### config.mk
export PLATFORM = sky130hd
export DESIGN_NAME = cantg_guard
export DESIGN_NICKNAME = d
export VERILOG_FILES = /design/src/design/cantg_pkg.sv /design/src/design/cantg_timer_if.sv /design/src/design/cantg_guard.sv /design/src/design/cantg_timer.sv
export SDC_FILE = /design/constraint.sdc
export NUM_CORES = 1
export LEC_CHECK = 0
export BUFFER_PORTS_ARGS = -buffer_cell sky130_fd_sc_hd__clkbuf_2
export CORE_MARGIN = 1
export CORE_UTILIZATION = 48
export DETAILED_ROUTE_END_ITERATION = 8
export PLACE_DENSITY = 0.69
export SYNTH_ARGS = -nofsm -noshare
export SYNTH_HDL_FRONTEND = slang
export SYNTH_HIERARCHICAL = 1
export SYNTH_SLANG_ARGS = --single-unit
### constraint.sdc
create_clock -name CLK -period 3.1 [get_ports CLK]
set_input_delay 0.62 -clock CLK [delete_from_list [all_inputs] [get_ports CLK]]
set_output_delay 0.62 -clock CLK [all_outputs]
set_load 0.005 [all_outputs]
### src/design/cantg_pkg.sv
// shared constants for the transceiver guard logic
// assumes a 10 MHz core clock; analog conditions arrive as digital flags
package cantg_pkg;
	localparam int CLK_NS = 100;
	localparam int DOM_TIMEOUT_US = 2000;
	localparam int RX_EN_DELAY_US = 40;
	localparam int TX_EN_DELAY_US = 40;
	localparam int DOM_TIMEOUT_CYC = DOM_TIMEOUT_US * 1000 / CLK_NS;
	localparam int RX_EN_CYC = RX_EN_DELAY_US * 1000 / CLK_NS;
	localparam int TX_EN_CYC = TX_EN_DELAY_US * 1000 / CLK_NS;
	localparam int CNT_W = 16;
	localparam logic [3:0] ADDR_STATUS = 4'h0;
	localparam logic [3:0] ADDR_MASK = 4'h1;
	localparam logic [3:0] ADDR_STATE = 4'h2;
	localparam logic [3:0] ADDR_SLEW = 4'h3;
	localparam int EV_TIMEOUT = 0;
	localparam int EV_OVERTEMP = 1;
	localparam int EV_UNDERVOLT = 2;
	localparam int EV_W = 3;
	localparam logic [1:0] SLEW_MIN = 2'h0;
	typedef enum logic [2:0] {CANTG_OFF, CANTG_WAIT_EN, CANTG_ARMED,
		CANTG_DOM, CANTG_TIMEOUT} cantg_state_t;
endpackage

### src/design/cantg_timer_if.sv
// timer request and done flags between guard and its counter
// one clock domain, no tristate
`timescale 1ns/1ps
`default_nettype none
interface cantg_timer_if;
	logic clear;
	logic run;
	logic [15:0] limit;
	logic done;
	modport ctl(output clear, output run, output limit, input done);
	modport tmr(input clear, input run, input limit, output done);
endinterface
`default_nettype wire

### src/design/cantg_guard.sv
// Overview of operation
// RULE1 - dominant timeout returns driver to recessive
// RULE2 - high transmit clears timer, next low drives
// RULE3 - controller keeps bit rate at least 22kbps
// RULE4 - over-temperature forces recessive driver
// RULE5 - receive path works during over-temperature
// RULE6 - outputs high impedance until supply good
// RULE7 - receive and split enable after delay
// RULE8 - power-up starts in timeout state
// RULE9 - first dominant needs falling edge after delay
// RULE10 - undervoltage gives immediate shutdown
// RULE11 - receive output pulled high when undriven
// RULE12 - mode high is shutdown, mid is slowest
// RULE13 - slew control only below 1.1V
// RULE14 - controller matches slew setting to bit rate
// RULE15 - low transmit drives dominant, high recessive
// RULE16 - receive low on dominant, high recessive
// RULE17 - receive active within 40us of enable
// RULE18 - delays are counters with parameterised limits
// RULE19 - analog conditions arrive as digital flags
//
// top of the transceiver guard; flags are synchronous to CLK
// registers reached over a plain strobe port, read data one cycle later
//
// The strobed register port and the address map were decided locally.
`timescale 1ns/1ps
`default_nettype none
module cantg_guard
	import cantg_pkg::*;
(
	input wire logic CLK,
	input wire logic NRST,
	input wire logic TX_DATA,
	input wire logic BUS_DOMINANT,
	input wire logic SUPPLY_OK,
	input wire logic OVER_TEMP,
	input wire logic MODE_HIGH,
	input wire logic MODE_SLEW,
	input wire logic [1:0] SLEW_LEVEL,
	input wire logic [3:0] ADDR,
	input wire logic [7:0] WDATA,
	input wire logic WR,
	input wire logic RD,
	output logic [7:0] RDATA,
	output logic DRV_DOMINANT,
	output logic DRV_OE,
	output logic RX_OUT,
	output logic RX_OE,
	output logic SPLIT_OE,
	output logic [1:0] SLEW_SEL,
	output logic IRQ
);
	cantg_timer_if dom_if();
	cantg_timer_if en_if();
	cantg_timer dom_tmr (.clk(CLK), .nrst(NRST), .t(dom_if.tmr));
	cantg_timer en_tmr (.clk(CLK), .nrst(NRST), .t(en_if.tmr));

	// delay range bound for the receive enable check
	localparam int RX_LIMIT = RX_EN_CYC;
	cantg_state_t state;
	cantg_state_t next_state;
	logic tx_prev;
	logic rx_on;
	logic next_rx_on;
	logic [EV_W-1:0] status;
	logic [EV_W-1:0] next_status;
	logic [EV_W-1:0] mask;
	logic [EV_W-1:0] next_mask;
	logic [EV_W-1:0] events;
	logic [7:0] next_rdata;
	logic active;
	logic falling;
	logic next_drv;
	logic next_drv_oe;
	logic next_rx_out;
	logic [1:0] next_slew;

	// RULE19 flags in
	// RULE6 supply gate
	assign active = SUPPLY_OK && !MODE_HIGH;
	assign falling = tx_prev && !TX_DATA;

	function automatic logic [7:0] zext(input logic [EV_W-1:0] v);
		zext = {{(8-EV_W){1'b0}}, v};
	endfunction

	// RULE18 enable delay counter
	assign en_if.clear = !active;
	assign en_if.run = active;
	// done one cycle early: the outputs add a register stage
	assign en_if.limit = CNT_W'((RX_EN_CYC > TX_EN_CYC ?
		RX_EN_CYC : TX_EN_CYC) - 1);
	// RULE1 dominant timer
	assign dom_if.limit = CNT_W'(DOM_TIMEOUT_CYC - 1);
	// RULE2 clear on high
	assign dom_if.clear = TX_DATA || !active;
	assign dom_if.run = (state == CANTG_DOM);

	always_comb begin
		next_state = state;
		case (state)
			CANTG_OFF: begin
				// RULE8 start timed out
				if (active) begin
					next_state = CANTG_WAIT_EN;
				end
			end
			CANTG_WAIT_EN: begin
				// RULE9 wait enable delay
				if (en_if.done) begin
					next_state = CANTG_ARMED;
				end
			end
			CANTG_ARMED: begin
				// RULE9 falling edge only
				if (falling && !OVER_TEMP) begin
					next_state = CANTG_DOM;
				end
			end
			CANTG_DOM: begin
				// RULE1 timeout
				if (TX_DATA) begin
					next_state = CANTG_ARMED;
				end else if (dom_if.done) begin
					next_state = CANTG_TIMEOUT;
				end else if (OVER_TEMP) begin
					// no resume mid-run after cooling; needs a new edge
					next_state = CANTG_TIMEOUT;
				end
			end
			CANTG_TIMEOUT: begin
				// RULE2 wait for high
				if (TX_DATA) begin
					next_state = CANTG_ARMED;
				end
			end
			default: begin
				next_state = CANTG_OFF;
			end
		endcase
		// RULE10 immediate shutdown
		if (!active) begin
			next_state = CANTG_OFF;
		end
	end

	always_comb begin
		// RULE7 receive enable delay
		// RULE17 within 40us
		next_rx_on = active && (rx_on || en_if.done);
		// RULE15 dominant on low
		// RULE4 thermal forces recessive
		next_drv = (next_state == CANTG_DOM) && !OVER_TEMP && active;
		next_drv_oe = next_drv;
		// RULE16 receive follows bus
		// RULE5 receiver still runs
		// RULE11 high when undriven
		next_rx_out = !(next_rx_on && BUS_DOMINANT);
		// RULE12 mid level slowest
		// RULE13 slew only below 1.1V
		next_slew = MODE_SLEW ? SLEW_LEVEL : SLEW_MIN;
		// RULE3 bit rate is the controller's duty
		// RULE14 slew choice is the controller's duty
	end

	always_comb begin
		events = '0;
		events[EV_TIMEOUT] = (state == CANTG_DOM) && dom_if.done && !TX_DATA;
		events[EV_OVERTEMP] = OVER_TEMP;
		events[EV_UNDERVOLT] = !SUPPLY_OK;
		next_mask = mask;
		next_status = status;
		if (WR && ADDR == ADDR_MASK) begin
			next_mask = WDATA[EV_W-1:0];
		end
		if (WR && ADDR == ADDR_STATUS) begin
			next_status = status & ~WDATA[EV_W-1:0];
		end
		// set wins over the write-one clear
		next_status = next_status | events;
		next_rdata = 8'h00;
		if (RD) begin
			case (ADDR)
				ADDR_STATUS: next_rdata = zext(status);
				ADDR_MASK: next_rdata = zext(mask);
				ADDR_STATE: next_rdata = {5'h00, state};
				ADDR_SLEW: next_rdata = {6'h00, SLEW_SEL};
				default: next_rdata = 8'h00;
			endcase
		end
	end

	always_ff @(posedge CLK) begin
		if (!NRST) begin
			state <= CANTG_OFF;
			tx_prev <= 1'b1;
			rx_on <= 1'b0;
			status <= '0;
			mask <= '0;
			RDATA <= 8'h00;
			DRV_DOMINANT <= 1'b0;
			DRV_OE <= 1'b0;
			RX_OUT <= 1'b1;
			RX_OE <= 1'b0;
			SPLIT_OE <= 1'b0;
			SLEW_SEL <= SLEW_MIN;
			IRQ <= 1'b0;
		end else begin
			state <= next_state;
			tx_prev <= TX_DATA;
			rx_on <= next_rx_on;
			status <= next_status;
			mask <= next_mask;
			RDATA <= next_rdata;
			DRV_DOMINANT <= next_drv;
			DRV_OE <= next_drv_oe;
			RX_OUT <= next_rx_out;
			RX_OE <= next_rx_on;
			SPLIT_OE <= next_rx_on;
			SLEW_SEL <= next_slew;
			IRQ <= |(next_status & next_mask);
		end
	end

	// RULE4 thermal check
	property p_overtemp;
		@(posedge CLK) disable iff (!NRST) OVER_TEMP |=> !DRV_DOMINANT;
	endproperty
	a_overtemp: assert property (p_overtemp) else $error("drive in overtemp"); // RULE4
	property p_undervolt;
		@(posedge CLK) disable iff (!NRST)
			!SUPPLY_OK |=> !DRV_OE && !RX_OE && !SPLIT_OE && RX_OUT;
	endproperty
	a_undervolt: assert property (p_undervolt) else $error("not shut down"); // RULE10
	property p_txhigh;
		@(posedge CLK) disable iff (!NRST) TX_DATA |=> !DRV_DOMINANT;
	endproperty
	a_txhigh: assert property (p_txhigh) else $error("dominant on high"); // RULE15
	property p_edge;
		@(posedge CLK) disable iff (!NRST)
			$rose(DRV_DOMINANT) |-> $past(tx_prev) && !$past(TX_DATA);
	endproperty
	a_edge: assert property (p_edge) else $error("dominant without edge"); // RULE9
	property p_timeout;
		@(posedge CLK) disable iff (!NRST)
			(state == CANTG_DOM && dom_if.done && !TX_DATA) |=> !DRV_DOMINANT;
	endproperty
	a_timeout: assert property (p_timeout) else $error("timeout ignored"); // RULE1
	property p_rxhigh;
		@(posedge CLK) disable iff (!NRST) !RX_OE |-> RX_OUT;
	endproperty
	a_rxhigh: assert property (p_rxhigh) else $error("rx low undriven"); // RULE11
	property p_rxlate;
		@(posedge CLK) disable iff (!NRST)
			$rose(active) ##1 active [*8] |-> !RX_OE;
	endproperty
	a_rxlate: assert property (p_rxlate) else $error("rx enabled early"); // RULE7
	property p_split;
		@(posedge CLK) disable iff (!NRST) RX_OE == SPLIT_OE;
	endproperty
	a_split: assert property (p_split) else $error("split mismatch"); // RULE7
	property p_shut;
		@(posedge CLK) disable iff (!NRST) MODE_HIGH |=> !DRV_OE && !RX_OE;
	endproperty
	a_shut: assert property (p_shut) else $error("mode high active"); // RULE12
	property p_rxdom;
		@(posedge CLK) disable iff (!NRST)
			RX_OE && active && BUS_DOMINANT |=> !RX_OUT;
	endproperty
	a_rxdom: assert property (p_rxdom) else $error("rx high"); // RULE16
	property p_rxrec;
		@(posedge CLK) disable iff (!NRST)
			!BUS_DOMINANT |=> RX_OUT;
	endproperty
	a_rxrec: assert property (p_rxrec) else $error("rx low"); // RULE16
	property p_hotrx;
		@(posedge CLK) disable iff (!NRST)
			OVER_TEMP && RX_OE && active |=> RX_OE;
	endproperty
	a_hotrx: assert property (p_hotrx) else $error("rx off when hot"); // RULE5
	property p_startrec;
		@(posedge CLK) disable iff (!NRST)
			(state == CANTG_OFF || state == CANTG_WAIT_EN) |=> !DRV_DOMINANT;
	endproperty
	a_startrec: assert property (p_startrec) else $error("early drive"); // RULE8
	property p_noedge;
		@(posedge CLK) disable iff (!NRST)
			state == CANTG_ARMED && !falling |=> !DRV_DOMINANT;
	endproperty
	a_noedge: assert property (p_noedge) else $error("drive no edge"); // RULE9
	property p_edgedrv;
		@(posedge CLK) disable iff (!NRST)
			state == CANTG_ARMED && falling && !OVER_TEMP && active
			|=> DRV_DOMINANT;
	endproperty
	a_edgedrv: assert property (p_edgedrv) else $error("edge lost"); // RULE2
	property p_clear;
		@(posedge CLK) disable iff (!NRST)
			TX_DATA |=> !dom_if.done;
	endproperty
	a_clear: assert property (p_clear) else $error("timer kept"); // RULE2
	property p_tohold;
		@(posedge CLK) disable iff (!NRST)
			state == CANTG_TIMEOUT && !TX_DATA |=> !DRV_DOMINANT;
	endproperty
	a_tohold: assert property (p_tohold) else $error("drive after timeout"); // RULE1
	property p_oepair;
		@(posedge CLK) disable iff (!NRST)
			DRV_OE == DRV_DOMINANT;
	endproperty
	a_oepair: assert property (p_oepair) else $error("enable split"); // RULE15
	property p_domhold;
		@(posedge CLK) disable iff (!NRST)
			state == CANTG_DOM && !TX_DATA && !OVER_TEMP && active
			&& !dom_if.done |=> DRV_DOMINANT;
	endproperty
	a_domhold: assert property (p_domhold) else $error("dominant dropped"); // RULE15
	property p_rxtime;
		@(posedge CLK) disable iff (!NRST)
			$rose(active) |-> ##[1:RX_LIMIT] (RX_OE || !active);
	endproperty
	a_rxtime: assert property (p_rxtime) else $error("rx enable late"); // RULE17
	property p_rxkeep;
		@(posedge CLK) disable iff (!NRST)
			RX_OE && active |=> RX_OE;
	endproperty
	a_rxkeep: assert property (p_rxkeep) else $error("rx enable lost"); // RULE7
	property p_slew;
		@(posedge CLK) disable iff (!NRST)
			MODE_SLEW |=> SLEW_SEL == $past(SLEW_LEVEL);
	endproperty
	a_slew: assert property (p_slew) else $error("slew not taken"); // RULE13
	property p_slewmin;
		@(posedge CLK) disable iff (!NRST)
			!MODE_SLEW |=> SLEW_SEL == SLEW_MIN;
	endproperty
	a_slewmin: assert property (p_slewmin) else $error("slew not min"); // RULE12
	property p_hotflag;
		@(posedge CLK) disable iff (!NRST)
			OVER_TEMP |=> status[EV_OVERTEMP];
	endproperty
	a_hotflag: assert property (p_hotflag) else $error("hot not flagged"); // RULE4
	property p_offout;
		@(posedge CLK) disable iff (!NRST)
			!active |=> !DRV_OE && !RX_OE && !SPLIT_OE;
	endproperty
	a_offout: assert property (p_offout) else $error("driven while off"); // RULE6
	property p_lowsup;
		@(posedge CLK) disable iff (!NRST)
			!SUPPLY_OK |=> state == CANTG_OFF;
	endproperty
	a_lowsup: assert property (p_lowsup) else $error("no brownout stop"); // RULE10
endmodule
`default_nettype wire

### src/design/cantg_timer.sv
// generic up counter that flags when its limit is reached
// assumes clear has priority over run
`timescale 1ns/1ps
`default_nettype none
module cantg_timer
	import cantg_pkg::*;
(
	input wire logic clk,
	input wire logic nrst,
	cantg_timer_if.tmr t
);
	logic [CNT_W-1:0] count;
	logic [CNT_W-1:0] next_count;
	always_comb begin
		next_count = count;
		if (t.clear) begin
			next_count = '0;
		end else if (t.run && count != t.limit) begin
			next_count = count + 16'h0001;
		end
	end
	always_ff @(posedge clk) begin
		if (!nrst) begin
			count <= '0;
		end else begin
			count <= next_count;
		end
	end
	assign t.done = (count == t.limit);
endmodule
`default_nettype wire

==> results_dict.tcl, run 1 <==
set metrics [dict create \
    dieArea_um2 6270 \
    yosys_register_bits 51 \
    drive_gt1_frac 0.135 \
    io_pins 40 \
    maxCapViolations 0 \
    clock.fmax_mhz 434 \
    ctsResizeCount 0 \
    syn_inst 326 \
    dpl.hpwl_um 4120 \
    synth_area_leaders "dfxtp_1 36%, xnor2_1 9.8%, nand2_1 4.3%" \
    area_growth_pct 13.8 \
    rows 27 \
    fillers 552 \
    gp_congestion 0.781 \
    cts_setup_buffers 0 \
    worstMarginPinSlew_ns 0.597 \
    via_per_inst 5.52 \
    drc 0 \
    status "completed" \
    numCtsBuffers 5 \
    worstSetupPathType "reg -> reg" \
    n_antenna_cell 0 \
    initial_core_util 0.510 \
    min_period_ns 2.31 \
    multi_input_area_um2 1840 \
    holdPathStages 2 \
    dr.pass1.iters 4 \
    grt_pass1_wl_um 9920 \
    worstHoldEndpoint "RX_OUT" \
    core-area_um2 5610 \
    die_width_um 79.2 \
    power_density_nw_per_um2 378 \
    peakVddDrop_mv 0.316 \
    reg2reg_depth 7 \
    clock_skew_ns 0.00837 \
    crit_fanout 7 \
    synth-edff-count 0 \
    htreeDepth 2 \
    yosys_warnings 6 \
    yosysSeqAreaShare 0.357 \
    antenna_found_initial 0 \
    timing.rr.end "dom_tmr/count[12]" \
    p_leak_uw 0.00123 \
    synth.most_common_cell "dfxtp_1" \
    worstSetupStartpointType "flip-flop" \
    grt_pass1_vias 2406 \
    grt_max_degree 23 \
    cts.path.max_buffers 2 \
    yosys.area.top_type "dfxtp_1" \
    worstPathRequired_ns 3.32 \
    ys.flop_type "dfxtp_1" \
    critical_path.endpoint_type "flip-flop" \
    synth_area_um2 2860 \
    drtAntennaViolNets 0 \
    setup_viol_count_final 0 \
    dr_total_vias 2515 \
    wl_um 5590 \
    rsz0062_at_grt "false" \
    cts_tree "built" \
    ctsRootBufferMaster "clkbuf_8" \
    r2r_start "state[1]" \
    synthArstFlopShare 0 \
    yosys.area.top_type_share 0.357 \
    regArea_um2 1020 \
    grt-ovfl-total 0 \
    finish.instance_area_um2 3260 \
    placed_area_um2 3140 \
    nets 409 \
    worstSkewPairLatency_ns 0.30 \
    setup-tns-final_ns 0 \
    hold_start "BUS_DOMINANT" \
    hold_buffers 0 \
    path_clk_slew_ns 0.09 \
    grt_use_total 0.194 \
    wire_per_inst_um 12.3 \
    die_h_um 79.2 \
    io_buffers 29 \
    hold_viol_final 0 \
    syn_area_per_cell_um2 8.77 \
    finalMaxSlewViolations 0 \
    post-route-period-util 0.744 \
    yosys-top-cells-count "51 x dfxtp_1, 33 x nand2_1, 32 x xnor2_1" \
    ys_types 46 \
    dr.first_iter.drc_count 93 \
    maxSlewHeadroom 0.602 \
    ff2ff_setup_slack_ns 0.79 \
    holdCritPathClass "in -> reg" \
    crit_arrival_ns 2.53 \
    cts.sinks 51 \
]
## state kept, by name (all words and copies together) (netlist names)
register and flops:
dom_tmr/count 16, en_tmr/count 16, RDATA 3, mask 3, state 3, status 3, SLEW_SEL 2, DRV_OE 1
IRQ 1, RX_OUT 1, rx_on 1, tx_prev 1
## layout make-up
class / instances / share of cell area
clock buffers: 6 / 0.0254
flip-flops and latches: 51 / 0.314
well taps: 72 / 0.0277
multi-input cells: 287 / 0.564
repair buffers: 32 / 0.0515
clock inverters: 2 / 0.0108
inverters: 6 / 0.00692
## metal layers
layer	global-route usage	part of all wire
met4	0.0655	0.0068
met1	0.237	0.47
met5	0	0
met3	0.0241	0.042
met2	0.348	0.48
## metrics by stage
stage / util / setup WS (ns) / std cells / total power [µW] / hold slack (ns)
6_report: 0.581 / 0.795 / 456 / 1230 / 0.464
5_1_grt: 0.581 / 0.537 / 456 / 1270 / 0.460
4_1_cts: 0.581 / 0.778 / 456 / 1240 / 0.459
2_1_floorplan: - / 0.999 / 361 / 741 / 0.475
3_3_place_gp: 0.560 / 0.653 / 448 / 762 / 0.484
3_5_place_dp: 0.560 / 0.607 / 448 / 763 / 0.499
## kinds of logic after synthesis
logic type,Yosys count,synth area share
mux,8,0.0394
fa+ha+maj,2,0.00875
flops,51,0.357
buf+inv,23,0.0529
other cells,2,0.00263
compound gates,73,0.161
xor+xnor,32,0.0980
simple gates,135,0.281
## power by group
part | internal, µW | total (µW) | switching, µW
Sequential | 660 | 663 | 3.28
Combinational | 38.1 | 85.1 | 47.0
Clock | 261 | 482 | 221
Total | 959 | 1230 | 271
## placed cells by master, fill, tap and decap left out, types with 4 or more instances in the layout
cell | Yosys | layout
o211ai_1 | 5 | 5
or3_1 | 16 | 16
mux2i_1 | 6 | 6
and3_1 | 8 | 8
xnor2_1 | 32 | 32
or4_1 | 10 | 10
a21oi_1 | 20 | 20
clkbuf_8 | 0 | 6
nand2b_1 | 8 | 8
inv_1 | 6 | 6
o21a_1 | 4 | 4
a31oi_1 | 5 | 5
o21ai_1 | 14 | 14
o21ai_0 | 6 | 6
conb_1 | 2 | 37
nand3_1 | 8 | 8
nor2_1 | 7 | 7
nand2_1 | 33 | 33
nor2b_1 | 10 | 10
nand4_1 | 16 | 16
dfxtp_1 | 51 | 51
clkbuf_2 | 0 | 29
and4_1 | 4 | 4
a21oi_2 | 4 | 4
o31ai_1 | 6 | 6
## worst max-delay path: stages, from the launching register on
cell     delay [ns]
dfxtp_1        0.44
nor2b_1        0.26
and2_1         0.30
nand4_2        0.22
nor3_1         0.36
nand2_1        0.11
or4_1          0.40
a21oi_1        0.14
## worst max path at each step
stage,end,slack (ns),cells after the start,from
floorplan,en_tmr/count[11],1.0,7,MODE_HIGH
global placement,en_tmr/count[12],0.65,8,MODE_HIGH
detailed placement,en_tmr/count[12],0.61,8,MODE_HIGH
CTS,dom_tmr/count[12],0.78,7,state[1]
global route,dom_tmr/count[12],0.54,7,state[1]
finish,dom_tmr/count[12],0.79,7,state[1]
No activity file was read; power rests on OpenSTA's default activity.
==> run 2: changes to the inputs <==
==> constraint.sdc (replaced) <==
create_clock -name CLK -period 2.2 [get_ports CLK]
set_input_delay 0.44 -clock CLK [delete_from_list [all_inputs] [get_ports CLK]]
set_output_delay 0.44 -clock CLK [all_outputs]
set_load 0.005 [all_outputs]
==> results_dict.tcl, run 2 (same netlist as run 1, synthesis figures left out) <==
set metrics [dict create \
    placed_area_um2 3220 \
    hold_buffers 0 \
    routed-wl-met3_um 185 \
    dieArea_um2 6270 \
    rows 27 \
    nets 420 \
    via_per_inst 5.33 \
    status "completed" \
    wl_met2_um 2770 \
    maxCapViolations 0 \
    antenna_found_initial 0 \
    worstSkewPairLatency_ns 0.31 \
    wire_per_inst_um 12.3 \
    n_antenna_cell 0 \
    cts_setup_buffers 0 \
    worstMarginPinSlew_ns 0.580 \
    drive_gt1_frac 0.157 \
    crit_fanout 6 \
    setup-tns-final_ns 0 \
    clock_skew_ns 0.0104 \
    hold_viol_final 0 \
    peakVddDrop_mv 0.343 \
    min_period_ns 2.01 \
    holdCritPathClass "in -> reg" \
    dr_total_vias 2490 \
    critical_path.endpoint_type "flip-flop" \
    maxSlewHeadroom 0.612 \
    finalMaxSlewViolations 0 \
    grt_use_total 0.197 \
    cts.sinks 51 \
    worstSetupStartpoint "state[2]" \
    dpl.hpwl_um 4250 \
    crit_arrival_ns 2.25 \
    htreeDepth 2 \
    io_pins 40 \
    numCtsBuffers 5 \
    hold_start "BUS_DOMINANT" \
    setup_viol_count_final 0 \
    ctsResizeCount 0 \
    cts_tree "built" \
    drc 0 \
    final_cell_mix "51 x dfxtp_1, 37 x conb_1, 33 x nand2_1" \
    p_leak_uw 0.00126 \
    power_density_nw_per_um2 489 \
    worstSetupStartpointType "flip-flop" \
    dr.first_iter.drc_count 108 \
    initial_core_util 0.510 \
    grt_pass1_vias 2310 \
    post-route-period-util 0.914 \
    fillers 527 \
    ctsRootBufferMaster "clkbuf_8" \
    drtAntennaViolNets 0 \
    wl_um 5730 \
    rsz0062_at_grt "false" \
    io_buffers 29 \
    grt-ovfl-total 0 \
    dr.pass1.iters 4 \
    final_common_cell "dfxtp_1" \
    largestRegisters "dom_tmr/count (16), en_tmr/count (16)" \
    area_growth_pct 15.7 \
    routed.top_layer "met4" \
    finish.instance_area_um2 3310 \
    path_clk_slew_ns 0.10 \
    clock.fmax_mhz 498 \
    worstSetupPathType "reg -> reg" \
    r2r_start "state[2]" \
    worstPathRequired_ns 2.44 \
    grt_max_degree 23 \
    gp_congestion 0.781 \
    grt_pass1_wl_um 9880 \
    core-area_um2 5610 \
    die_h_um 79.2 \
    cts.path.max_buffers 2 \
    die_width_um 79.2 \
    drt-met1-wl_um 2720 \
]
## run 2: path summary, 6_finish.rpt
kind	endpoint	slack (ns)	depth (start not counted)
worst max-delay path	dom_tmr/count[12]	0.19	7
worst min-delay path	RX_OUT	0.28	2
worst max register to register	dom_tmr/count[12]	0.19	7
worst min register to register	dom_tmr/count[13]	0.51	2
## run 2: cell type report
class                           count  area (µm²)  share of cell area
Clock inverter                      2        16.3             0.00491
Inverter                            6        22.5             0.00681
Timing Repair Buffer               43         250              0.0756
Multi-Input combinational cell    287        1840               0.555
Tap cell                           72        90.1              0.0272
Clock buffer                        6        72.6              0.0219
Sequential cell                    51        1020               0.309
## run 2: per-stage QoR
step / cells / power (µW) / setup slack [ns] / util / hold slack (ns)
2_1_floorplan: 361 / 1040 / 0.260 / - / 0.475
3_5_place_dp: 459 / 1080 / 0.172 / 0.574 / 0.504
3_3_place_gp: 459 / 1080 / 0.215 / 0.574 / 0.487
4_1_cts: 467 / 1630 / 0.184 / 0.590 / 0.268
5_1_grt: 467 / 1680 / 0.00628 / 0.590 / 0.270
6_report: 467 / 1620 / 0.190 / 0.590 / 0.279
## run 2: where the power goes
part	switching (µW)	total, µW	internal [µW]	leakage [µW]
combinational	69.4	128	58.3	0.000810
clock	329	559	229	0.0000418
sequential	3.23	933	930	0.000412
## run 2: worst max-delay path, cell delays in order (launching register included)
cell     delay, ns
dfxtp_1       0.38
nor2b_1       0.16
and2_1        0.21
nand4_2       0.14
nor3_1        0.38
nand2_1       0.12
or4_1         0.41
a21oi_1       0.15
## run 2: routing by layer
| metal | track usage | vias to the layer above |
|---|---|---|
| met1 | 0.248 | 1144 |
| met5 | 0 | - |
| met3 | 0.0345 | 4 |
| met4 | 0.0655 | 0 |
| li1 | - | 1293 |
| met2 | 0.337 | 49 |
